### src/mifl_defs.svh
// register map, flag positions and reset values of the metering interrupt flags
`ifndef MIFL_DEFS_SVH
`define MIFL_DEFS_SVH

`define MIFL_NFLAGS 20
`define MIFL_DATA_W 32
`define MIFL_ADDR_W 8
`define MIFL_BE_W 4
`define MIFL_IDX_LSB 2
`define MIFL_IDX_W 6
`define MIFL_NPH 3

`define MIFL_IDX_MASK 6'h18
`define MIFL_IDX_STATUS 6'h19
`define MIFL_IDX_CLEAR_ON_READ 6'h1a

`define MIFL_B_ACTIVE_ENERGY_HALF 0
`define MIFL_B_REACTIVE_ENERGY_HALF 1
`define MIFL_B_APPARENT_ENERGY_HALF 2
`define MIFL_B_SAG 3
`define MIFL_B_TIMEOUT 6
`define MIFL_B_CROSS 9
`define MIFL_B_LINE_ACCUM_DONE 12
`define MIFL_B_RESET 13
`define MIFL_B_PEAK_VOLTAGE 14
`define MIFL_B_PEAK_CURRENT 15
`define MIFL_B_WAVEFORM_SAMPLE 16
`define MIFL_B_ACTIVE_POWER_SIGN 17
`define MIFL_B_REACTIVE_POWER_SIGN 18
`define MIFL_B_PHASE_SEQUENCE_ERROR 19

`define MIFL_FLAGS_RESET 20'h02000
`define MIFL_FLAGS_ZERO 20'h00000
`define MIFL_MASK_RESET 20'h00000
`define MIFL_MASK_WRITABLE 20'hfdfff

`define MIFL_PH_A 0
`define MIFL_PH_B 1
`define MIFL_PH_C 2

`define MIFL_LV_W 15
`define MIFL_LV_ACT 0
`define MIFL_LV_REACT 3
`define MIFL_LV_APP 6
`define MIFL_LV_PSIGN 9
`define MIFL_LV_QSIGN 12

`endif

### src/mifl_pkg.sv
// types shared by the metering interrupt flag modules
`include "mifl_defs.svh"
package mifl_pkg;
  typedef logic [`MIFL_NFLAGS-1:0] mifl_flags_t;
  typedef enum logic [1:0] {
    MIFL_SEQ_IDLE = 2'b00,
    MIFL_SEQ_AFTER_A = 2'b01
  } mifl_seq_t;
endpackage : mifl_pkg

### src/mifl_lvl_if.sv
// level-change events passed from the change detector to the flag logic
`timescale 1ns/1ps
interface mifl_lvl_if #(parameter int W = 15);
  logic [W-1:0] chg;
  logic [W-1:0] rise;
  modport src (output chg, output rise);
  modport dst (input chg, input rise);
endinterface : mifl_lvl_if

### src/mifl_change_det.sv
// change and rising-edge detector for a vector of same-clock levels
`timescale 1ns/1ps
`include "mifl_defs.svh"
module mifl_change_det #(
  parameter int W = 15
) (
  // clock and reset
  input wire logic clk_sys,
  input wire logic reset,
  // levels in
  input wire logic [W-1:0] level,
  // events out
  mifl_lvl_if.src ev
);
  logic [W-1:0] prev;
  logic primed;
  logic [W-1:0] next_prev;
  logic next_primed;

  always_comb begin
    next_prev = level;
    next_primed = 1'b1;
  end

  always_ff @(posedge clk_sys or posedge reset) begin
    if (reset) begin
      prev <= '0;
      primed <= 1'b0;
    end else begin
      prev <= next_prev;
      primed <= next_primed;
    end
  end

  // no event before the first sample, so a level high at reset is not an edge
  genvar i;
  generate
    for (i = 0; i < W; i++) begin : g_bit
      assign ev.chg[i] = primed & (level[i] ^ prev[i]);
      assign ev.rise[i] = primed & level[i] & ~prev[i];
    end
  endgenerate
endmodule : mifl_change_det

### src/mifl_top.sv
// sticky event flags, event mask, clear-on-read status and interrupt pin
`timescale 1ns/1ps
`include "mifl_defs.svh"
// Functional notes
// each monitored event sets its flag bit in the event status register.
// interrupt pin driven low when a set flag has its mask bit one.
// flags stay set after the event until the clear mechanism clears them.
// reading the clear-on-read register returns flags then returns them to defaults.
// host first reads the status register to find the interrupt source.
// bits 0 and 1 set when bit 14 changes in any active/reactive accumulator.
// bit 2 set on a rising bit 15 of any apparent accumulator.
// bits 3 to 5 flag voltage sag on phases A, B, C.
// bits 6 to 8 flag missing zero crossing on phases A, B, C.
// bits 9 to 11 flag rising zero crossing on phases A, B, C.
// bit 12 flags end of line-cycle accumulation.
// bit 13 defaults to one, marks reset, high for one clock only.
// bits 14 and 15 flag voltage or current above peak threshold.
// bit 16 flags a new waveform sample.
// bits 17 and 18 flag power sign change on selected phases.
// bit 19 flags phase A crossing followed next by phase B, not C.
// interrupt pin released when the clear-on-read register is read.
// mask holds one enable per flag, defaults zero, bit 13 reserved.
// interrupt stays low while any enabled flag is set.
module mifl_top (
  // clock and reset
  input wire logic clk_sys,
  input wire logic reset,
  // avalon-mm slave
  input wire logic [`MIFL_ADDR_W-1:0] avs_address,
  input wire logic avs_read,
  input wire logic avs_write,
  input wire logic [`MIFL_DATA_W-1:0] avs_writedata,
  input wire logic [`MIFL_BE_W-1:0] avs_byteenable,
  output logic [`MIFL_DATA_W-1:0] avs_readdata,
  output logic avs_waitrequest,
  // energy accumulator bits, bit 0 is phase a
  input wire logic [`MIFL_NPH-1:0] active_accum_bit14,
  input wire logic [`MIFL_NPH-1:0] reactive_accum_bit14,
  input wire logic [`MIFL_NPH-1:0] apparent_accum_bit15,
  // detector pulses, bit 0 is phase a
  input wire logic [`MIFL_NPH-1:0] sag_event,
  input wire logic [`MIFL_NPH-1:0] timeout_event,
  input wire logic [`MIFL_NPH-1:0] crossing_event,
  input wire logic line_accum_done,
  input wire logic peak_voltage_event,
  input wire logic peak_current_event,
  input wire logic waveform_sample_event,
  input wire logic brownout_event,
  // power signs and phase selection
  input wire logic [`MIFL_NPH-1:0] active_power_sign,
  input wire logic [`MIFL_NPH-1:0] reactive_power_sign,
  input wire logic [`MIFL_NPH-1:0] phase_sum_select,
  // open-collector interrupt pin
  output logic irq_n_out,
  output logic irq_oe
);
  mifl_pkg::mifl_flags_t flags;
  mifl_pkg::mifl_flags_t mask;
  mifl_pkg::mifl_flags_t evt;
  mifl_pkg::mifl_flags_t next_flags;
  mifl_pkg::mifl_flags_t next_mask;
  mifl_pkg::mifl_flags_t be_bits;
  mifl_pkg::mifl_seq_t seq;
  mifl_pkg::mifl_seq_t next_seq;
  logic seq_err;
  logic wait_q;
  logic next_wait;
  logic [`MIFL_DATA_W-1:0] next_rdata;
  logic next_irq_n;
  logic next_irq_oe;
  logic req;
  logic accept;
  logic rc_accept;
  logic pend;
  logic [`MIFL_IDX_W-1:0] idx;

  mifl_lvl_if #(.W(`MIFL_LV_W)) lvl ();

  mifl_change_det #(.W(`MIFL_LV_W)) u_det (
    .clk_sys(clk_sys),
    .reset(reset),
    .level({reactive_power_sign, active_power_sign, apparent_accum_bit15,
            reactive_accum_bit14, active_accum_bit14}),
    .ev(lvl.src)
  );

  function automatic logic [`MIFL_IDX_W-1:0] reg_index(input logic [`MIFL_ADDR_W-1:0] a);
    reg_index = a[`MIFL_IDX_LSB +: `MIFL_IDX_W];
  endfunction : reg_index

  function automatic logic [`MIFL_DATA_W-1:0] pad(input mifl_pkg::mifl_flags_t v);
    pad = {{(`MIFL_DATA_W-`MIFL_NFLAGS){1'b0}}, v};
  endfunction : pad

  assign req = avs_read | avs_write;
  assign accept = req & ~wait_q;
  assign idx = reg_index(avs_address);
  assign rc_accept = accept & avs_read & (idx == `MIFL_IDX_CLEAR_ON_READ);
  assign pend = |(flags & mask & `MIFL_MASK_WRITABLE);

  // byte enables spread over the flag bits
  genvar b;
  generate
    for (b = 0; b < `MIFL_NFLAGS; b++) begin : g_be
      assign be_bits[b] = avs_byteenable[b / 8];
    end
  endgenerate

  // event collection
  always_comb begin
    evt = `MIFL_FLAGS_ZERO;
    evt[`MIFL_B_ACTIVE_ENERGY_HALF] = |lvl.chg[`MIFL_LV_ACT +: `MIFL_NPH];
    evt[`MIFL_B_REACTIVE_ENERGY_HALF] = |lvl.chg[`MIFL_LV_REACT +: `MIFL_NPH];
    evt[`MIFL_B_APPARENT_ENERGY_HALF] = |lvl.rise[`MIFL_LV_APP +: `MIFL_NPH];
    evt[`MIFL_B_SAG +: `MIFL_NPH] = sag_event;
    evt[`MIFL_B_TIMEOUT +: `MIFL_NPH] = timeout_event;
    evt[`MIFL_B_CROSS +: `MIFL_NPH] = crossing_event;
    evt[`MIFL_B_LINE_ACCUM_DONE] = line_accum_done;
    evt[`MIFL_B_PEAK_VOLTAGE] = peak_voltage_event;
    evt[`MIFL_B_PEAK_CURRENT] = peak_current_event;
    evt[`MIFL_B_WAVEFORM_SAMPLE] = waveform_sample_event;
    evt[`MIFL_B_ACTIVE_POWER_SIGN] =
      |(lvl.chg[`MIFL_LV_PSIGN +: `MIFL_NPH] & phase_sum_select);
    evt[`MIFL_B_REACTIVE_POWER_SIGN] =
      |(lvl.chg[`MIFL_LV_QSIGN +: `MIFL_NPH] & phase_sum_select);
    evt[`MIFL_B_PHASE_SEQUENCE_ERROR] = seq_err;
  end

  // phase order watch: after an a crossing the next must be c
  always_comb begin
    next_seq = seq;
    seq_err = 1'b0;
    unique case (seq)
      mifl_pkg::MIFL_SEQ_IDLE: begin
        if (crossing_event[`MIFL_PH_A]) begin
          next_seq = mifl_pkg::MIFL_SEQ_AFTER_A;
        end
      end
      mifl_pkg::MIFL_SEQ_AFTER_A: begin
        if (crossing_event[`MIFL_PH_B] & ~crossing_event[`MIFL_PH_C]) begin
          seq_err = 1'b1;
        end
        if (crossing_event[`MIFL_PH_B] | crossing_event[`MIFL_PH_C]) begin
          next_seq = crossing_event[`MIFL_PH_A] ? mifl_pkg::MIFL_SEQ_AFTER_A
                                                : mifl_pkg::MIFL_SEQ_IDLE;
        end
      end
      default: begin
        next_seq = mifl_pkg::MIFL_SEQ_IDLE;
      end
    endcase
  end

  // flags and mask
  always_comb begin
    next_flags = flags & ~`MIFL_FLAGS_RESET;
    if (rc_accept) begin
      // only the bits handed out are cleared, later events survive
      next_flags = next_flags & ~avs_readdata[`MIFL_NFLAGS-1:0];
    end
    next_flags = next_flags | evt;
    next_mask = mask;
    if (accept & avs_write & (idx == `MIFL_IDX_MASK)) begin
      next_mask = ((mask & ~be_bits) | (avs_writedata[`MIFL_NFLAGS-1:0] & be_bits))
                  & `MIFL_MASK_WRITABLE;
    end
    if (brownout_event) begin
      next_flags = `MIFL_FLAGS_RESET;
      next_mask = `MIFL_MASK_RESET;
    end
  end

  // bus answer, one wait cycle per access
  always_comb begin
    next_wait = ~(req & wait_q);
    next_rdata = avs_readdata;
    if (req & wait_q & avs_read) begin
      unique case (idx)
        `MIFL_IDX_MASK: next_rdata = pad(mask);
        `MIFL_IDX_STATUS: next_rdata = pad(flags);
        `MIFL_IDX_CLEAR_ON_READ: next_rdata = pad(flags);
        default: next_rdata = '0;
      endcase
    end
    next_irq_oe = pend;
    next_irq_n = ~pend;
  end

  always_ff @(posedge clk_sys or posedge reset) begin
    if (reset) begin
      flags <= `MIFL_FLAGS_RESET;
      mask <= `MIFL_MASK_RESET;
      seq <= mifl_pkg::MIFL_SEQ_IDLE;
      wait_q <= 1'b1;
      avs_readdata <= '0;
      irq_n_out <= 1'b1;
      irq_oe <= 1'b0;
    end else begin
      flags <= next_flags;
      mask <= next_mask;
      seq <= next_seq;
      wait_q <= next_wait;
      avs_readdata <= next_rdata;
      irq_n_out <= next_irq_n;
      irq_oe <= next_irq_oe;
    end
  end

  assign avs_waitrequest = wait_q;

  AST_EVENT_SETS: assert property (@(posedge clk_sys) disable iff (reset)
    (evt != `MIFL_FLAGS_ZERO && !brownout_event) |=> ((flags & $past(evt)) == $past(evt)))
    else $error("event did not set its flag");

  AST_IRQ_LOW: assert property (@(posedge clk_sys) disable iff (reset)
    ((flags & mask) != `MIFL_FLAGS_ZERO) |=> (!irq_n_out && irq_oe))
    else $error("enabled flag did not pull interrupt low");

  AST_STICKY: assert property (@(posedge clk_sys) disable iff (reset)
    (!rc_accept && !brownout_event) |=>
      ((flags & $past(flags & ~`MIFL_FLAGS_RESET)) == $past(flags & ~`MIFL_FLAGS_RESET)))
    else $error("flag dropped without clear");

  AST_RC_CLEAR: assert property (@(posedge clk_sys) disable iff (reset)
    (rc_accept && evt == `MIFL_FLAGS_ZERO && !brownout_event) |=>
      ((flags & $past(avs_readdata[`MIFL_NFLAGS-1:0])) == `MIFL_FLAGS_ZERO))
    else $error("clear-on-read left flags set");

  AST_ACTIVE_HALF: assert property (@(posedge clk_sys) disable iff (reset)
    (lvl.chg[`MIFL_LV_ACT +: `MIFL_NPH] != '0 && !brownout_event)
      |=> flags[`MIFL_B_ACTIVE_ENERGY_HALF])
    else $error("active half flag missed");

  AST_RESET_ONE_CYCLE: assert property (@(posedge clk_sys) disable iff (reset)
    (flags[`MIFL_B_RESET] && !brownout_event) |=> !flags[`MIFL_B_RESET])
    else $error("reset flag held beyond one cycle");

  AST_SIGN_SELECT: assert property (@(posedge clk_sys) disable iff (reset)
    (phase_sum_select == '0 && !$past(flags[`MIFL_B_ACTIVE_POWER_SIGN])
     && !flags[`MIFL_B_ACTIVE_POWER_SIGN])
      |=> !flags[`MIFL_B_ACTIVE_POWER_SIGN])
    else $error("sign flag set for unselected phases");

  AST_SEQ_ERR: assert property (@(posedge clk_sys) disable iff (reset)
    (seq == mifl_pkg::MIFL_SEQ_AFTER_A && crossing_event[`MIFL_PH_B]
     && !crossing_event[`MIFL_PH_C] && !brownout_event)
      |=> flags[`MIFL_B_PHASE_SEQUENCE_ERROR])
    else $error("phase sequence error missed");

  AST_IRQ_RELEASE: assert property (@(posedge clk_sys) disable iff (reset)
    (rc_accept && evt == `MIFL_FLAGS_ZERO
     && ((flags & ~avs_readdata[`MIFL_NFLAGS-1:0] & mask) == `MIFL_FLAGS_ZERO))
      |=> ##1 (irq_n_out && !irq_oe))
    else $error("interrupt not released by clear-on-read");

  AST_MASK_RESERVED: assert property (@(posedge clk_sys) disable iff (reset)
    !mask[`MIFL_B_RESET])
    else $error("reserved mask bit set");

  AST_IRQ_OR: assert property (@(posedge clk_sys) disable iff (reset)
    ##1 (irq_oe == $past(|(flags & mask & `MIFL_MASK_WRITABLE))))
    else $error("interrupt not the or of enabled flags");

  AST_BUS_ANSWER: assert property (@(posedge clk_sys) disable iff (reset)
    (req && wait_q) |=> !avs_waitrequest)
    else $error("bus access not answered in one cycle");

  AST_REACT_HALF: assert property (@(posedge clk_sys) disable iff (reset)
    (lvl.chg[`MIFL_LV_REACT +: `MIFL_NPH] != '0 && !brownout_event)
      |=> flags[`MIFL_B_REACTIVE_ENERGY_HALF])
    else $error("reactive half flag missed");

  AST_APP_HALF: assert property (@(posedge clk_sys) disable iff (reset)
    (lvl.rise[`MIFL_LV_APP +: `MIFL_NPH] != '0 && !brownout_event)
      |=> flags[`MIFL_B_APPARENT_ENERGY_HALF])
    else $error("apparent half flag missed");

  AST_SAG_SETS: assert property (@(posedge clk_sys) disable iff (reset)
    (sag_event != '0 && !brownout_event) |=>
      ((flags[`MIFL_B_SAG +: `MIFL_NPH] & $past(sag_event)) == $past(sag_event)))
    else $error("sag flag missed");

  AST_TIMEOUT_SETS: assert property (@(posedge clk_sys) disable iff (reset)
    (timeout_event != '0 && !brownout_event) |=>
      ((flags[`MIFL_B_TIMEOUT +: `MIFL_NPH] & $past(timeout_event)) == $past(timeout_event)))
    else $error("crossing timeout flag missed");

  AST_CROSS_SETS: assert property (@(posedge clk_sys) disable iff (reset)
    (crossing_event != '0 && !brownout_event) |=>
      ((flags[`MIFL_B_CROSS +: `MIFL_NPH] & $past(crossing_event)) == $past(crossing_event)))
    else $error("crossing flag missed");

  AST_LINE_DONE: assert property (@(posedge clk_sys) disable iff (reset)
    (line_accum_done && !brownout_event) |=> flags[`MIFL_B_LINE_ACCUM_DONE])
    else $error("line accumulation flag missed");

  AST_PEAK_V: assert property (@(posedge clk_sys) disable iff (reset)
    (peak_voltage_event && !brownout_event) |=> flags[`MIFL_B_PEAK_VOLTAGE])
    else $error("peak voltage flag missed");

  AST_PEAK_I: assert property (@(posedge clk_sys) disable iff (reset)
    (peak_current_event && !brownout_event) |=> flags[`MIFL_B_PEAK_CURRENT])
    else $error("peak current flag missed");

  AST_WAVE: assert property (@(posedge clk_sys) disable iff (reset)
    (waveform_sample_event && !brownout_event) |=> flags[`MIFL_B_WAVEFORM_SAMPLE])
    else $error("waveform sample flag missed");

  AST_SEQ_QUIET: assert property (@(posedge clk_sys) disable iff (reset)
    (seq == mifl_pkg::MIFL_SEQ_IDLE && !flags[`MIFL_B_PHASE_SEQUENCE_ERROR])
      |=> !flags[`MIFL_B_PHASE_SEQUENCE_ERROR])
    else $error("sequence error without a preceding a crossing");

  AST_BROWNOUT: assert property (@(posedge clk_sys) disable iff (reset)
    brownout_event |=> (flags == `MIFL_FLAGS_RESET && mask == `MIFL_MASK_RESET))
    else $error("brownout did not restore defaults");

  AST_MASK_WRITE: assert property (@(posedge clk_sys) disable iff (reset)
    (accept && avs_write && idx == `MIFL_IDX_MASK && &avs_byteenable && !brownout_event) |=>
      (mask == ($past(avs_writedata[`MIFL_NFLAGS-1:0]) & `MIFL_MASK_WRITABLE)))
    else $error("mask write not applied");

  AST_RC_DATA: assert property (@(posedge clk_sys) disable iff (reset)
    (req && wait_q && avs_read && idx == `MIFL_IDX_CLEAR_ON_READ) |=>
      (avs_readdata[`MIFL_NFLAGS-1:0] == $past(flags)))
    else $error("clear-on-read data not the flags");
endmodule : mifl_top

### config.mk
export PLATFORM = sky130hd
export DESIGN_NAME = mifl_top
export DESIGN_NICKNAME = d
export VERILOG_FILES = /design/src/mifl_pkg.sv /design/src/mifl_lvl_if.sv /design/src/mifl_change_det.sv /design/src/mifl_top.sv
export VERILOG_INCLUDE_DIRS = /design/src
export SDC_FILE = /design/constraint.sdc
export NUM_CORES = 1
export LEC_CHECK = 0
export ABC_AREA = 1
export BUFFER_PORTS_ARGS = -buffer_cell sky130_fd_sc_hd__clkbuf_2
export CORE_AREA = 2 2 90 92
export CTS_CLUSTER_DIAMETER = 40
export DETAILED_ROUTE_END_ITERATION = 10
export DIE_AREA = 0 0 92 94
export GPL_TIMING_DRIVEN = 0
export PLACE_DENSITY = 0.77
export SETUP_SLACK_MARGIN = 0.02
export SLEW_MARGIN = 20
export SYNTH_ARGS = -nofsm -noshare
export SYNTH_HDL_FRONTEND = slang
export SYNTH_SLANG_ARGS = --single-unit
### constraint.sdc
create_clock -name clk_sys -period 3.1 [get_ports clk_sys]
set_input_delay 0.465 -clock clk_sys [delete_from_list [all_inputs] [get_ports clk_sys]]
set_output_delay 0.465 -clock clk_sys [all_outputs]
set_load 0.005 [all_outputs]
# Word-level counts from Yosys, hierarchy flattened
# Index checks and enable logic that the tools add are counted.
# word_totals
inputBits	80
mem_count	0
romBits	0
word_cells	93
regBits	93
latchBits	0
mem_bits_rw	0
out_inout_bits	35
# op_classes
bitwise_logic	57
n_addsub	0
n_mul	0
muxes	11
reduce_logical	10
n_lt_le_gt_ge	0
n_shift	0
n_eq_ne	6
div_mod_pow	0
# ops
cell	n
AND 20 bit	4
2-to-1 mux 20 bit	4
NOT 20 bit	2
OR 20 bit	2
one-hot mux 20 bit (2 select lines)	1
AND 1 bit	26
OR reduction 19 bit	1
equality test 6 x 5 -> 1 bit, second input constant	3
OR reduction 3 bit	5
bitwise XOR 1 bit	12
NOT 1 bit	7
AND 3 bit	2
2-to-1 mux 2 bit	2
inequality test 2 bit, second input constant	2
one-hot mux 2 bit (2 select lines)	1
2-to-1 mux 1 bit	3
equality test 2 x 1 -> 1 bit, second input constant	1
logical NOT 2 bit	1
OR 1 bit	2
AND reduction 2 bit	1
nonzero test 2 bit	1
OR reduction 2 bit	1

# Logic depth before layout (Yosys ltp)
# Gate-level depths: netlist (run 1).
# logic_depth
ltp_word	7
depth_mapped	10
depth_no_buf	9

# By module
# Synthesis (run 1) repeated with hierarchy kept, for this count alone.
# hier_totals
cells_unflattened	586
hier_area_um2	4334.2
# by_module_without_submodules
module	n_inst	cells_each	seq_area_each_um2	area_each_um2
mifl_top	1	475	1580.3	3542.1
mifl_change_det	1	111	400.4	792.0

# Worst setup path before layout (run 1)
# No wires, ideal clock.
# synth_path
kind	input to register
from	in avs_address[4]
to	reg flags[12]
t_arrival_ns	1.195
path_buffers	2
path_stages	8
setup_slack_ns	1.784
required_time_ns	2.979
setup_ns	0.121
cell_sequence	inv_1 -> nand2_2 -> nor2_4 -> buf_4 -> buf_4 -> nand3_1 -> a21oi_1 -> nor2_1
# synth_between
elab_chain_len	5
# synth_rtl
element	line	text
start: declaration	mifl_top.sv:29	input wire logic [`MIFL_ADDR_W-1:0] avs_address,
equality test 6 x 5 -> 1 bit	n/a	
AND 1 bit	mifl_top.sv:98	assign rc_accept = accept & avs_read & (idx == `MIFL_IDX_CLEAR_ON_READ);
2-to-1 mux 20 bit	mifl_top.sv:157	if (rc_accept) begin
OR 20 bit	mifl_top.sv:161	next_flags = next_flags | evt;
2-to-1 mux 20 bit	mifl_top.sv:167	if (brownout_event) begin
named net next_flags[12]	mifl_top.sv:60	mifl_pkg::mifl_flags_t next_flags;
end signal: assignment	mifl_top.sv:191	flags <= `MIFL_FLAGS_RESET;
end signal: assignment	mifl_top.sv:199	flags <= next_flags;
end: declaration	mifl_top.sv:57	mifl_pkg::mifl_flags_t flags;
# The timed path passes the listed nets, and every way through them passes these cells.
# A chain may end at the register's enable or synchronous reset.

# Worst setup path after layout (run 1)
# layout_path
from	reg wait_q (netlist: avs_waitrequest)
to	out avs_waitrequest
# layout_rtl
element	line	text
start: declaration	mifl_top.sv:66	logic wait_q;
start signal: assignment	mifl_top.sv:202	wait_q <= next_wait;
end: declaration	mifl_top.sv:35	output logic avs_waitrequest,
# No word-level cell between the ends.

==> impl_summary.txt, run 1 <==
----------------------------------------------------
[Route]
  Final routed wire length divided by cell count ... between 10 and 15 um
  Count of unresolved DRC violations after routing ... 0
  Antenna viol nets, final ... 0
  DRT iter0 DRCs ... roughly 210
  Final WL ... slightly above 9000 um
  Total vias in the final route ... 3405
  Via-per-instance ratio ... ~5.0
  DRT Pass-1 Iters ... 5

[Power]
  Power per unit of standard cell area ... ~440 nW/um^2
  Pleak ... around 2.6 nW
  Worst vdd ir ... about 0.35 mV

[Layout]
  Most common cell after layout, fill and taps aside ... sky130_fd_sc_hd__nand2_1
  Antenna Diode Count ... 0
  Post-layout nets ... 650
  Final core utilization ... between 60 and 70%
  Area occupied by multi-input gates ... roughly 1600 um^2
  Cell area after layout ... roughly 4700 um^2
  Share of cells above drive strength 1 ... between 20% and 30%
  # fillers ... a little under 700
  Layout-stage area growth over the synthesis result ... 21.2%
  Most frequent cells in the layout ... sky130_fd_sc_hd__nand2_1 (187), sky130_fd_sc_hd__clkbuf_2 (84), sky130_fd_sc_hd__dfrtp_1 (76), sky130_fd_sc_hd__nand3_1 (67), sky130_fd_sc_hd__inv_1 (22)
  Area used by sequential logic in the layout ... just under 2000 um^2

[Logic synthesis]
  Synthesis-stage register bit count ... 79
  Count of warnings emitted by yosys ... 0
  Cells taking the most area after synthesis ... sky130_fd_sc_hd__dfrtp_1 (49%), sky130_fd_sc_hd__nand2_1 (18%), sky130_fd_sc_hd__nand3_1 (8.7%)
  Number of distinct library cells after synthesis ... 28
  Cells after synthesis ... ~460
  Top cell type by total area after synthesis ... sky130_fd_sc_hd__dfrtp_1
  Share of the synthesized area in the top cell type ... ~49%
  Mean post-synth cell area ... approximately 8.3 um^2
  Sequential fraction of the synthesis area ... approximately 50%
  Summed instance area of the synthesized netlist ... 3850 um^2

[Global routing]
  Grt total ovfl ... 0
  Global-route met3 utilization ... about 7.0%
  Most congested layer reported by global routing ... met2
  Met2 Use GR ... between 30 and 40%
  Vias in the first global route ... 3341
  Global-route wire length before repair ... 15400 um
  Met1 usage ... between 20% and 30%
  Total global-route track usage ... a little under a quarter
  Largest net degree at the start of global routing ... 60
  Antenna violations before repair ... 0

[Critical path]
  Type of the worst setup path ... reg -> out
  Worst path max stage delay ... between 0.5 and 0.6 ns
  Type of element capturing the critical path ... output pin
  Critical-path maximum fanout ... 4
  Slowest cell on crit path ... sky130_fd_sc_hd__dfstp_2
  Buffers and inverters on the worst path ... 1
  Required time at the worst-slack endpoint ... approximately 2.6 ns
  Critical Path Start Type ... register
  Worst path top cell family by delay ... flip-flops
  Arr. time, crit path ... roughly 1 ns
  Chain of cells forming the critical path ... clkbuf_2

[Timing]
  Max-slew headroom at the worst pin ... 61.5%
  Slew Limit Fails ... 0
  Total negative slack for setup checks ... 0 ns
  Total count of hold-check failures in the final report ... 0
  Final critical path time including I/O delays and setup ... roughly 1.5 ns
  Setup-violating endpoint count in the final report ... 0
  Fin crit share ... 48.2%
  Worst-margin pin slew ... ~0.58 ns
  Layout Skew ... approximately 0.0080 ns
  RSZ-0062 raised after global routing ... false
  Worst-case hold slack ... between 0.04 and 0.05 ns
  Max Fclk ... about 670 MHz
  Final worst slack ... ~1.6 ns

[Clock tree]
  Number of buffers inserted during clock tree synthesis ... 9
  Setup fix buffers added after clock tree synthesis ... 0
  TritonCTS clock tree ... yes
  Skew-Pair Late Insertion Delay ... between 0.3 and 0.4 ns
  Number of hold-repair buffers added at the cts stage ... 0
  H-tree Lvls ... 3
  Clock transition at path regs ... approximately 0.080 ns
  CTS Root Buffer Type ... sky130_fd_sc_hd__clkbuf_8
  Longest Clk Path Bufs ... 2
  Post-cts resize count ... 0
  Clock sink count ... 79

[Run]
  Max Cap Viol ... 0

[Placed design]
  IO buf count ... between 80 and 90
  Final HPWL from detailed placement ... between 6000 and 7000 um
  Area after DPL ... between 4000 and 5000 um^2
  Routability Congestion ... between 0.9 and 1
  Setup slack after placement ... 1.43 ns

[Status]
  Result of the run ... finished clean

[Floorplan]
  Initial core utilization ... about half
  Number of placement rows ... 32
  I/O pins ... around 120
  Area of the die ... ~8600 um^2
  Die height ... between 90 and 100 um
  Die Span X ... slightly above 90 um
  Area of the core ... 7610 um^2

[Hold path]
  Kind of path behind the tightest hold check ... in -> async

----------------------------------------------------
flip-flops by register name, indices dropped and copies added, names as in the netlist:
register	flops
avs_readdata	20
flags	20
mask	19
u_det.prev	15
avs_waitrequest	1
irq_n_out	1
irq_oe	1
seq	1
u_det.primed	1
power breakdown:
| group | internal, W | switching [W] |
|---|---|---|
| logic | 0.0000946 | 0.000124 |
| registers | 0.00107 | 0.0000268 |
| clock network | 0.000373 | 0.000380 |
through the flow:
step                      instances  power, W
after floorplan                 474   0.00124
after global placement          660   0.00132
after detailed placement        661   0.00133
after CTS                       677   0.00208
after global routing            677   0.00216
final                           677   0.00207
cell families (layout without fill, tap and decap cells):
group / Yosys count / after routing / share of synthesized area, %
AOI/OAI and AO/OA: 20 / 20 / 2.63
xor gates and xnor gates: 6 / 6 / 1.37
buffers and inverters: 54 / 155 / 7.61
DFF: 79 / 79 / 51.5
muxes: 19 / 19 / 5.56
other: 2 / 13 / 0.195
and+or+nand+nor: 283 / 283 / 31.2
synth_stat cells:
cell type                  number
sky130_fd_sc_hd__buf_2          6
sky130_fd_sc_hd__nor2_4         4
sky130_fd_sc_hd__inv_1         23
sky130_fd_sc_hd__a21oi_1       19
sky130_fd_sc_hd__dfrtp_1       76
sky130_fd_sc_hd__nand3_2        1
sky130_fd_sc_hd__nand2_1      187
sky130_fd_sc_hd__dfstp_2        3
sky130_fd_sc_hd__buf_4         16
sky130_fd_sc_hd__nor2_1        17
sky130_fd_sc_hd__inv_2          2
sky130_fd_sc_hd__nand4_1        1
sky130_fd_sc_hd__clkbuf_1       2
sky130_fd_sc_hd__conb_1         2
sky130_fd_sc_hd__nor3_1         1
sky130_fd_sc_hd__nand2b_1       1
sky130_fd_sc_hd__buf_8          1
sky130_fd_sc_hd__o22ai_1        1
sky130_fd_sc_hd__nand3_1       67
sky130_fd_sc_hd__buf_6          1
sky130_fd_sc_hd__clkbuf_4       1
sky130_fd_sc_hd__or2_1          1
sky130_fd_sc_hd__clkinv_1       1
sky130_fd_sc_hd__mux2_2        19
sky130_fd_sc_hd__nor2_2         1
sky130_fd_sc_hd__xnor2_1        6
sky130_fd_sc_hd__nand2_2        2
sky130_fd_sc_hd__buf_1          1
path summary, 6_finish.rpt:
kind                                      startpoint                         to  slack, ns  depth (start not counted)
max                        avs_waitrequest$_DFF_PP1_            avs_waitrequest       1.61                          1
min                                            reset    u_det.prev[7]$_DFF_PP0_       0.04                          2
max reg2reg                avs_waitrequest$_DFF_PP1_         flags[8]$_DFF_PP0_       1.63                          7
min reg2reg                avs_waitrequest$_DFF_PP1_  avs_waitrequest$_DFF_PP1_       0.48                          1
max in group asynchronous                      reset  avs_waitrequest$_DFF_PP1_       2.44                          3
min in group clk_sys         apparent_accum_bit15[0]    u_det.prev[6]$_DFF_PP0_       0.23                          1
final cells by class:
type	count	share of cell area (%)
timing repair buffer	85	9.60
clock inverter	7	1.58
tap	102	2.74
sequential	79	42.5
buffer	28	4.18
clock buffer	9	2.66
multi-input combinational	341	34.6
inverter	26	2.15
routing by layer:
layer	share of wire, %	up-vias
met4	1.6	0
met3	7.5	13
met1	40	1578
met2	50	141
met5	0	-
li1	-	1673
(Power assumes the default switching activity.)
==> run 2, diff against run 1 <==
- CORE_AREA: 2 2 90 92 -> 2 2 94 96
- DIE_AREA: 0 0 92 94 -> 0 0 96 98
- PLACE_DENSITY: 0.77 -> 0.74
- clock period: 3.1 -> 1.36 ns (I/O delays scaled with it)
==> run 2 against run 1 <==
Net effect: worst hold slack better by 0.025 ns; sequential cell count unchanged; first-iteration DRC count down 20%; cell count up 4.3%; sequential share of layout area down 2.1 points; sequential power up 130%; register-to-register slack worse by 1.6 ns; total power up 120%; utilization down 3.4 points; critical endpoint is now avs_readdata[2]$_DFFE_PP0P_; largest cell class unchanged.
==> impl_summary.txt, run 2 (synthesis gave the netlist of run 1 again) <==
----------------------------------------------------
[Power]
  Power per unit of standard cell area ... 942 nW/um^2 (was 443 nW/um^2)
  Combinational power share ... 12.1% (was 10.6%)
  Switching power of the nets ... 0.00122 W (was 0.000531 W)
  Cell internal power dissipation ... 0.00340 W (was 0.00153 W)
  Switching portion of total power ... 26.4% (was 25.7%)
  Worst vdd ir ... 0.677 mV (was 0.350 mV)
  Sequential cell fraction of total power ... 54.0% (was 52.9%)
  Fraction of power consumed by the clock network ... 33.9% (was 36.5%)
  Pleak ... 2.68 nW (was 2.59 nW)

[Timing]
  Layout Skew ... 0.0116 ns (was 0.00802 ns)
  Max-slew headroom at the worst pin ... 58.2% (was 61.5%)
  Max Fclk ... approximately 770 MHz
  Fin crit share ... roughly 95%
  Slew Limit Fails ... 0 (unchanged)
  Worst-case hold slack ... 0.0664 ns (was 0.0412 ns)
  RSZ-0062 raised after global routing ... true (was false)
  Worst-margin pin slew ... 0.627 ns (was 0.578 ns)
  Final critical path time including I/O delays and setup ... 1.30 ns
  Total count of hold-check failures in the final report ... 0 (unchanged)
  Setup-violating endpoint count in the final report ... 0 (unchanged)

[Floorplan]
  Area of the core ... 8470 um^2 (was 7610 um^2)
  Die Span X ... 96 um (was 92 um)
  Area of the die ... 9410 um^2 (was 8650 um^2)
  Initial core utilization ... 45.4% (was 50.6%)
  Number of placement rows ... 34 (was 32)
  I/O pins ... 115 (unchanged)
  Die height ... 98 um (was 94 um)

[Global routing]
  Grt total ovfl ... 0 (unchanged)
  Global-route wire length before repair ... 15700 um (was 15400 um)
  Largest net degree at the start of global routing ... 31 (was 60)
  Antenna violations before repair ... 0 (unchanged)
  Vias in the first global route ... 3479 (was 3341)
  Total global-route track usage ... 21.7% (was 23.1%)

[Clock tree]
  Clock sink count ... 79 (unchanged)
  Skew-Pair Late Insertion Delay ... 0.35 ns (about the same)
  TritonCTS clock tree ... yes (unchanged)
  Clock transition at path regs ... 0.09 ns (was 0.08 ns)
  H-tree Lvls ... 3 (unchanged)
  Longest Clk Path Bufs ... 2 (unchanged)
  CTS Root Buffer Type ... sky130_fd_sc_hd__clkbuf_8 (unchanged)
  Number of buffers inserted during clock tree synthesis ... 9 (unchanged)

[Critical path]
  Worst Reg2Reg Path Length in Cells ... 4 (was 7)
  Beginning of the worst register-to-register path ... avs_waitrequest$_DFF_PP1_ (unchanged)
  Type of the worst setup path ... reg -> reg (was reg -> out)
  Arr. time, crit path ... 1.52 ns (was 1.03 ns)
  Slack of the worst reg-to-reg path ... 0.06 ns (was 1.63 ns)
  Critical Path Source ... avs_waitrequest$_DFF_PP1_ (unchanged)
  Type of element capturing the critical path ... register (was output pin)
  Critical register-to-register path endpoint ... avs_readdata[2]$_DFFE_PP0P_ (was flags[8]$_DFF_PP0_)
  Destination of the critical timing path ... avs_readdata[2]$_DFFE_PP0P_ (was avs_waitrequest)
  Critical-path maximum fanout ... 10 (was 4)
  Required time at the worst-slack endpoint ... 1.58 ns (was 2.63 ns)
  Critical Path Start Type ... register (unchanged)

[Status]
  Result of the run ... finished clean (unchanged)

[Route]
  DRT iter0 DRCs ... 169 (was 211)
  Total vias in the final route ... 3451 (was 3405)
  Count of unresolved DRC violations after routing ... 0 (unchanged)
  Antenna viol nets, final ... 0 (unchanged)
  Final routed wire length divided by cell count ... 13.4 um (was 13.6 um)
  Via-per-instance ratio ... 4.89 (was 5.03)
  DRT Pass-1 Iters ... 4 (was 5)
  Final WL ... 9500 um (was 9230 um)

[Hold path]
  Kind of path behind the tightest hold check ... in -> reg (was in -> async)
  Hold Startpoint ... sag_event[2]

[Layout]
  Most frequent cells in the layout ... sky130_fd_sc_hd__nand2_1 (185), sky130_fd_sc_hd__clkbuf_2 (84), sky130_fd_sc_hd__dfrtp_1 (76), sky130_fd_sc_hd__nand3_1 (67) (was sky130_fd_sc_hd__nand2_1 (187), sky130_fd_sc_hd__clkbuf_2 (84), sky130_fd_sc_hd__dfrtp_1 (76), sky130_fd_sc_hd__nand3_1 (67), sky130_fd_sc_hd__inv_1 (22))
  Antenna Diode Count ... 0 (unchanged)
  Share of cells above drive strength 1 ... 28.6% (was 27.7%)
  Most common cell after layout, fill and taps aside ... sky130_fd_sc_hd__nand2_1 (unchanged)
  Regs by FF count ... avs_readdata (20), flags (20), mask (19) (unchanged)
  Non-filler instance count after layout ... 706 (was 677)
  Post-layout nets ... 673 (was 650)
  Layout-stage area growth over the synthesis result ... 27.4% (was 21.2%)

[Placed design]
  Routability Congestion ... 0.876 (was 0.909)
  IO buf count ... 84 (unchanged)
  Final HPWL from detailed placement ... 6860 um (was 6770 um)
  Placed instance count ... 668 (was 661)

[Run]
  Max Cap Viol ... 0 (unchanged)

----------------------------------------------------
run 2: cell types whose count changed in the layout (fill, tap and decap cells not counted), moves of 2 or more:
cell / change
sky130_fd_sc_hd__nand2_1: -2
sky130_fd_sc_hd__buf_12: +2
sky130_fd_sc_hd__nand2_2: +2
sky130_fd_sc_hd__buf_4: +5
sky130_fd_sc_hd__buf_2: -3
sky130_fd_sc_hd__clkinv_4: -2
sky130_fd_sc_hd__clkinv_2: +2
sky130_fd_sc_hd__a21oi_1: -3
sky130_fd_sc_hd__dlygate4sd3_1: +17
sky130_fd_sc_hd__a21oi_2: +3
run 2: per-layer routing:
metal  wire length (um)  vias to the layer above  track usage, %
met5                  0                        -               0
met4                257                        0            9.45
met3                690                       23            5.71
met2               4690                      112            35.0
met1               3860                     1604            27.3
li1                   -                     1712               -
run 2: final cells by class:
| class | instances | area (um^2) |
|---|---|---|
| repair inverters | 1 | 5.00 |
| inverters | 26 | 104 |
| plain buffers | 28 | 206 |
| repair buffers | 107 | 661 |
| flip-flops and latches | 79 | 1980 |
| well taps | 108 | 135 |
| clock inverters | 6 | 36.3 |
| clock buffers | 10 | 138 |
| multi-input cells | 341 | 1640 |
| fillers | 769 | 3560 |
run 2: what timing repair did:
action                                  CTS  global route
hold endpoints to repair                 37             0
gates resized for setup                   3             9
cloned                                    0             1
pin swaps                                 2             1
hold buffers                             17             0
setup buffers                             4             0
endpoints found under the setup margin   36            26
run 2: through the flow:
stage | setup WS (ns) | area [um^2] | utilization [%] | total power, W | TNS (ns)
CTS | 0.0460 | 4870 | 57.6 | 0.00464 | 0
floorplan | 0.0968 | 3890 | - | 0.00282 | 0
global placement | -0.266 | 4450 | 52.5 | 0.00301 | -20.65
finish | 0.0642 | 4900 | 57.9 | 0.00462 | 0
global route | -0.0133 | 4900 | 57.9 | 0.00483 | -0.0185
detailed placement | -0.0828 | 4490 | 53.0 | 0.00304 | -1.11
run 2: worst max-delay path, cell delays in order (launching register included):
cell and delay, ns:
sky130_fd_sc_hd__dfstp_2 0.58, sky130_fd_sc_hd__nand3_2 0.17, sky130_fd_sc_hd__clkbuf_4 0.25, sky130_fd_sc_hd__nand2_1 0.08
sky130_fd_sc_hd__nand3_1 0.09
run 2: worst min path at each step:
stage                                   end  slack [ns]  cells past startpoint
6_report                 flags[5]$_DFF_PP0_        0.07                      3
5_1_grt                  flags[6]$_DFF_PP0_        0.08                      3
4_1_cts                  seq[0]$_DFFE_PP0P_        0.05                      3
3_5_place_dp   avs_readdata[13]$_DFFE_PP0P_        0.26                      2
3_3_place_gp        u_det.prev[6]$_DFF_PP0_        0.33                      1
2_1_floorplan           flags[13]$_DFF_PP1_        0.21                      0
run 2: power groups by stage:
stage | Combinational, W | Clock, W | Sequential, W
floorplan | 0.000297 | 0 | 0.00252
global placement | 0.000474 | 0 | 0.00253
detailed placement | 0.000499 | 0 | 0.00254
CTS | 0.000548 | 0.00160 | 0.00249
global route | 0.000628 | 0.00170 | 0.00250
finish | 0.000560 | 0.00157 | 0.00249
==> run 3, diff against run 2 <==
- CORE_AREA: 2 2 94 96 -> 2 2 99 101
- DIE_AREA: 0 0 96 98 -> 0 0 101 103
- SYNTH_HIERARCHICAL: not set -> 1
==> run 3 against run 2 <==
Net effect: clock skew down 0.0059 ns; total power up 10%; register-to-register slack barely moved; final area up 7.7%; critical path type unchanged.
==> impl_summary.txt, run 3 <==
----------------------------------------------------
[Route]
  Final routed wire length divided by cell count ... 13.4 um (about the same)
  Via-per-instance ratio ... 5.02 (was 4.89)
  Final WL ... 10700 um (was 9500 um)
  DRT iter0 DRCs ... 215 (was 169)
  Count of unresolved DRC violations after routing ... 0 (unchanged)
  DRT Pass-1 Iters ... 5 (was 4)
  Antenna viol nets, final ... 0 (unchanged)
  Total vias in the final route ... 3997 (was 3451)

[Critical path]
  Critical-path maximum fanout ... 8 (was 10)
  Required time at the worst-slack endpoint ... 1.65 ns (was 1.58 ns)
  Critical Path Start Type ... register (unchanged)
  Type of element capturing the critical path ... register (unchanged)
  Type of the worst setup path ... reg -> reg (unchanged)
  Arr. time, crit path ... 1.57 ns (was 1.52 ns)

[Layout]
  Share of cells above drive strength 1 ... 24.3% (was 28.6%)
  Area occupied by multi-input gates ... 1830 um^2 (was 1640 um^2)
  # fillers ... 902 (was 769)
  Most frequent cells in the layout ... sky130_fd_sc_hd__nand2_1 (194), sky130_fd_sc_hd__nand3_1 (97), sky130_fd_sc_hd__clkbuf_2 (88), sky130_fd_sc_hd__dfrtp_1 (76), sky130_fd_sc_hd__inv_1 (42) (was sky130_fd_sc_hd__nand2_1 (185), sky130_fd_sc_hd__clkbuf_2 (84), sky130_fd_sc_hd__dfrtp_1 (76), sky130_fd_sc_hd__nand3_1 (67))
  Post-layout nets ... 758 (was 673)
  Area used by sequential logic in the layout ... 1980 um^2 (unchanged)
  Final core utilization ... 55.8% (was 57.9%)
  Regs by FF count ... avs_readdata (20), flags (20), mask (19) (unchanged)
  Antenna Diode Count ... 0 (unchanged)
  Most common cell after layout, fill and taps aside ... sky130_fd_sc_hd__nand2_1 (unchanged)
  Layout-stage area growth over the synthesis result ... 25.6% (was 27.4%)

[Global routing]
  Grt total ovfl ... 0 (unchanged)
  Global-route wire length before repair ... 17200 um (was 15700 um)
  Vias in the first global route ... 3663 (was 3479)
  Total global-route track usage ... 21.3% (was 21.7%)
  Largest net degree at the start of global routing ... 29 (was 31)
  Antenna violations before repair ... 0 (unchanged)

[Timing]
  Setup-violating endpoint count in the final report ... 0 (unchanged)
  Max Fclk ... 778 MHz (was 772 MHz)
  Final worst slack ... 0.0748 ns (was 0.0642 ns)
  Slew Limit Fails ... 0 (unchanged)
  RSZ-0062 raised after global routing ... true (unchanged)
  Max-slew headroom at the worst pin ... 59.1% (was 58.2%)
  Final critical path time including I/O delays and setup ... 1.29 ns (was 1.30 ns)
  Worst-margin pin slew ... 0.612 ns (was 0.627 ns)
  Worst-case hold slack ... 0.0493 ns (was 0.0664 ns)
  Total count of hold-check failures in the final report ... 0 (unchanged)
  Layout Skew ... 0.00569 ns (was 0.0116 ns)
  Fin crit share ... 94.5% (was 95.3%)

[Floorplan]
  Area of the die ... 10400 um^2 (was 9410 um^2)
  Die Span X ... 101 um (was 96 um)
  Area of the core ... 9460 um^2 (was 8470 um^2)
  I/O pins ... 115 (unchanged)
  Initial core utilization ... 44.4% (was 45.4%)
  Die height ... 103 um (was 98 um)
  Number of placement rows ... 36 (was 34)

[Clock tree]
  Longest Clk Path Bufs ... 2 (unchanged)
  CTS Root Buffer Type ... sky130_fd_sc_hd__clkbuf_8 (unchanged)
  H-tree Lvls ... 3 (unchanged)
  Number of buffers inserted during clock tree synthesis ... 9 (unchanged)
  Clock transition at path regs ... 0.08 ns (was 0.09 ns)
  Clock sink count ... 79 (unchanged)
  Skew-Pair Late Insertion Delay ... 0.36 ns (was 0.35 ns)
  TritonCTS clock tree ... yes (unchanged)

[Placed design]
  Setup slack after placement ... -0.154 ns (was -0.0828 ns)
  Final HPWL from detailed placement ... 7670 um (was 6860 um)
  IO buf count ... 86 (was 84)
  Routability Congestion ... 0.839 (was 0.876)

[Logic synthesis]
  Cells after synthesis ... 551 (was 463)
  Summed instance area of the synthesized netlist ... 4200 um^2 (was 3850 um^2)
  Mean post-synth cell area ... 7.63 um^2 (was 8.31 um^2)
  Count of warnings emitted by yosys ... 6 (was 0)

[Power]
  Pleak ... 2.90 nW (was 2.68 nW)
  Power per unit of standard cell area ... 963 nW/um^2 (was 942 nW/um^2)
  Worst vdd ir ... 0.807 mV (was 0.677 mV)

[Status]
  Result of the run ... finished clean (unchanged)

[Hold path]
  Kind of path behind the tightest hold check ... in -> reg (unchanged)

[Run]
  Max Cap Viol ... 0 (unchanged)

----------------------------------------------------
-- run 3: cell count changes in the layout (fill, tap and decap cells not counted), moves of 7 or more --
cell,change
sky130_fd_sc_hd__inv_1,+21
sky130_fd_sc_hd__mux2_2,-19
sky130_fd_sc_hd__nand2_1,+9
sky130_fd_sc_hd__o21ai_0,+19
sky130_fd_sc_hd__nor2_1,+10
sky130_fd_sc_hd__nand3_1,+30
sky130_fd_sc_hd__buf_6,+7
-- run 3: final cells by class --
cell class	instances	share of cell area, %
repair buffers	107	12.4
flip-flops and latches	79	37.5
plain buffers	37	5.26
multi-input cells	399	34.7
well taps	114	2.70
clock inverters	5	1.54
clock buffers	10	2.61
inverters	45	3.27
-- run 3: critical path, stage by stage, from the launching register on --
cell                      delay, ns
sky130_fd_sc_hd__dfstp_2       0.58
sky130_fd_sc_hd__inv_2         0.08
sky130_fd_sc_hd__nand2_2       0.08
sky130_fd_sc_hd__nor2_4        0.05
sky130_fd_sc_hd__buf_4         0.17
sky130_fd_sc_hd__nand3_1       0.09
sky130_fd_sc_hd__nand2_1       0.06
sky130_fd_sc_hd__a21oi_1       0.11
-- run 3: worst paths after layout --
kind	depth (start not counted)	from	slack [ns]	endpoint
max in group asynchronous	5	reset	0.36	avs_readdata[19]$_DFFE_PP0P_
hold reg to reg	1	avs_waitrequest$_DFF_PP1_	0.50	avs_waitrequest$_DFF_PP1_
hold / removal	3	crossing_event[0]	0.05	seq[0]$_DFFE_PP0P_
min in group asynchronous	3	reset	0.37	mask[3]$_DFFE_PP0P_
setup reg to reg	7	avs_waitrequest$_DFF_PP1_	0.07	flags[0]$_DFF_PP0_
setup / recovery	7	avs_waitrequest$_DFF_PP1_	0.07	flags[0]$_DFF_PP0_
-- run 3: metrics by stage --
stage	std cells	area [um^2]	power [W]	TNS, ns
finish	796	5280	0.00508	0
global route	796	5280	0.00530	-0.00318
CTS	797	5260	0.00511	0
detailed placement	764	4860	0.00312	-1.41
global placement	762	4820	0.00309	-1.36
floorplan	562	4250	0.00287	0
-- run 3: where the power goes --
group,internal (W),switching (W)
logic,0.000262,0.000369
clock network,0.00108,0.000880
registers,0.00243,0.0000647
-- run 3: what timing repair did --
| action | in CTS | in global routing |
|---|---|---|
| hold endpoints to repair | 42 | 0 |
| gates resized for setup | 0 | 11 |
| pin swaps | 1 | 1 |
| hold buffers | 17 | 0 |
| buffers inserted | 2 | 0 |
| setup endpoints to repair | 12 | 34 |
-- run 3: routing by layer --
layer / share of wire (%) / track usage (%)
met1: 41 / 25.3
met2: 49 / 37.5
met3: 7.1 / 5.15
met4: 2.5 / 8.42
met5: 0 / 0
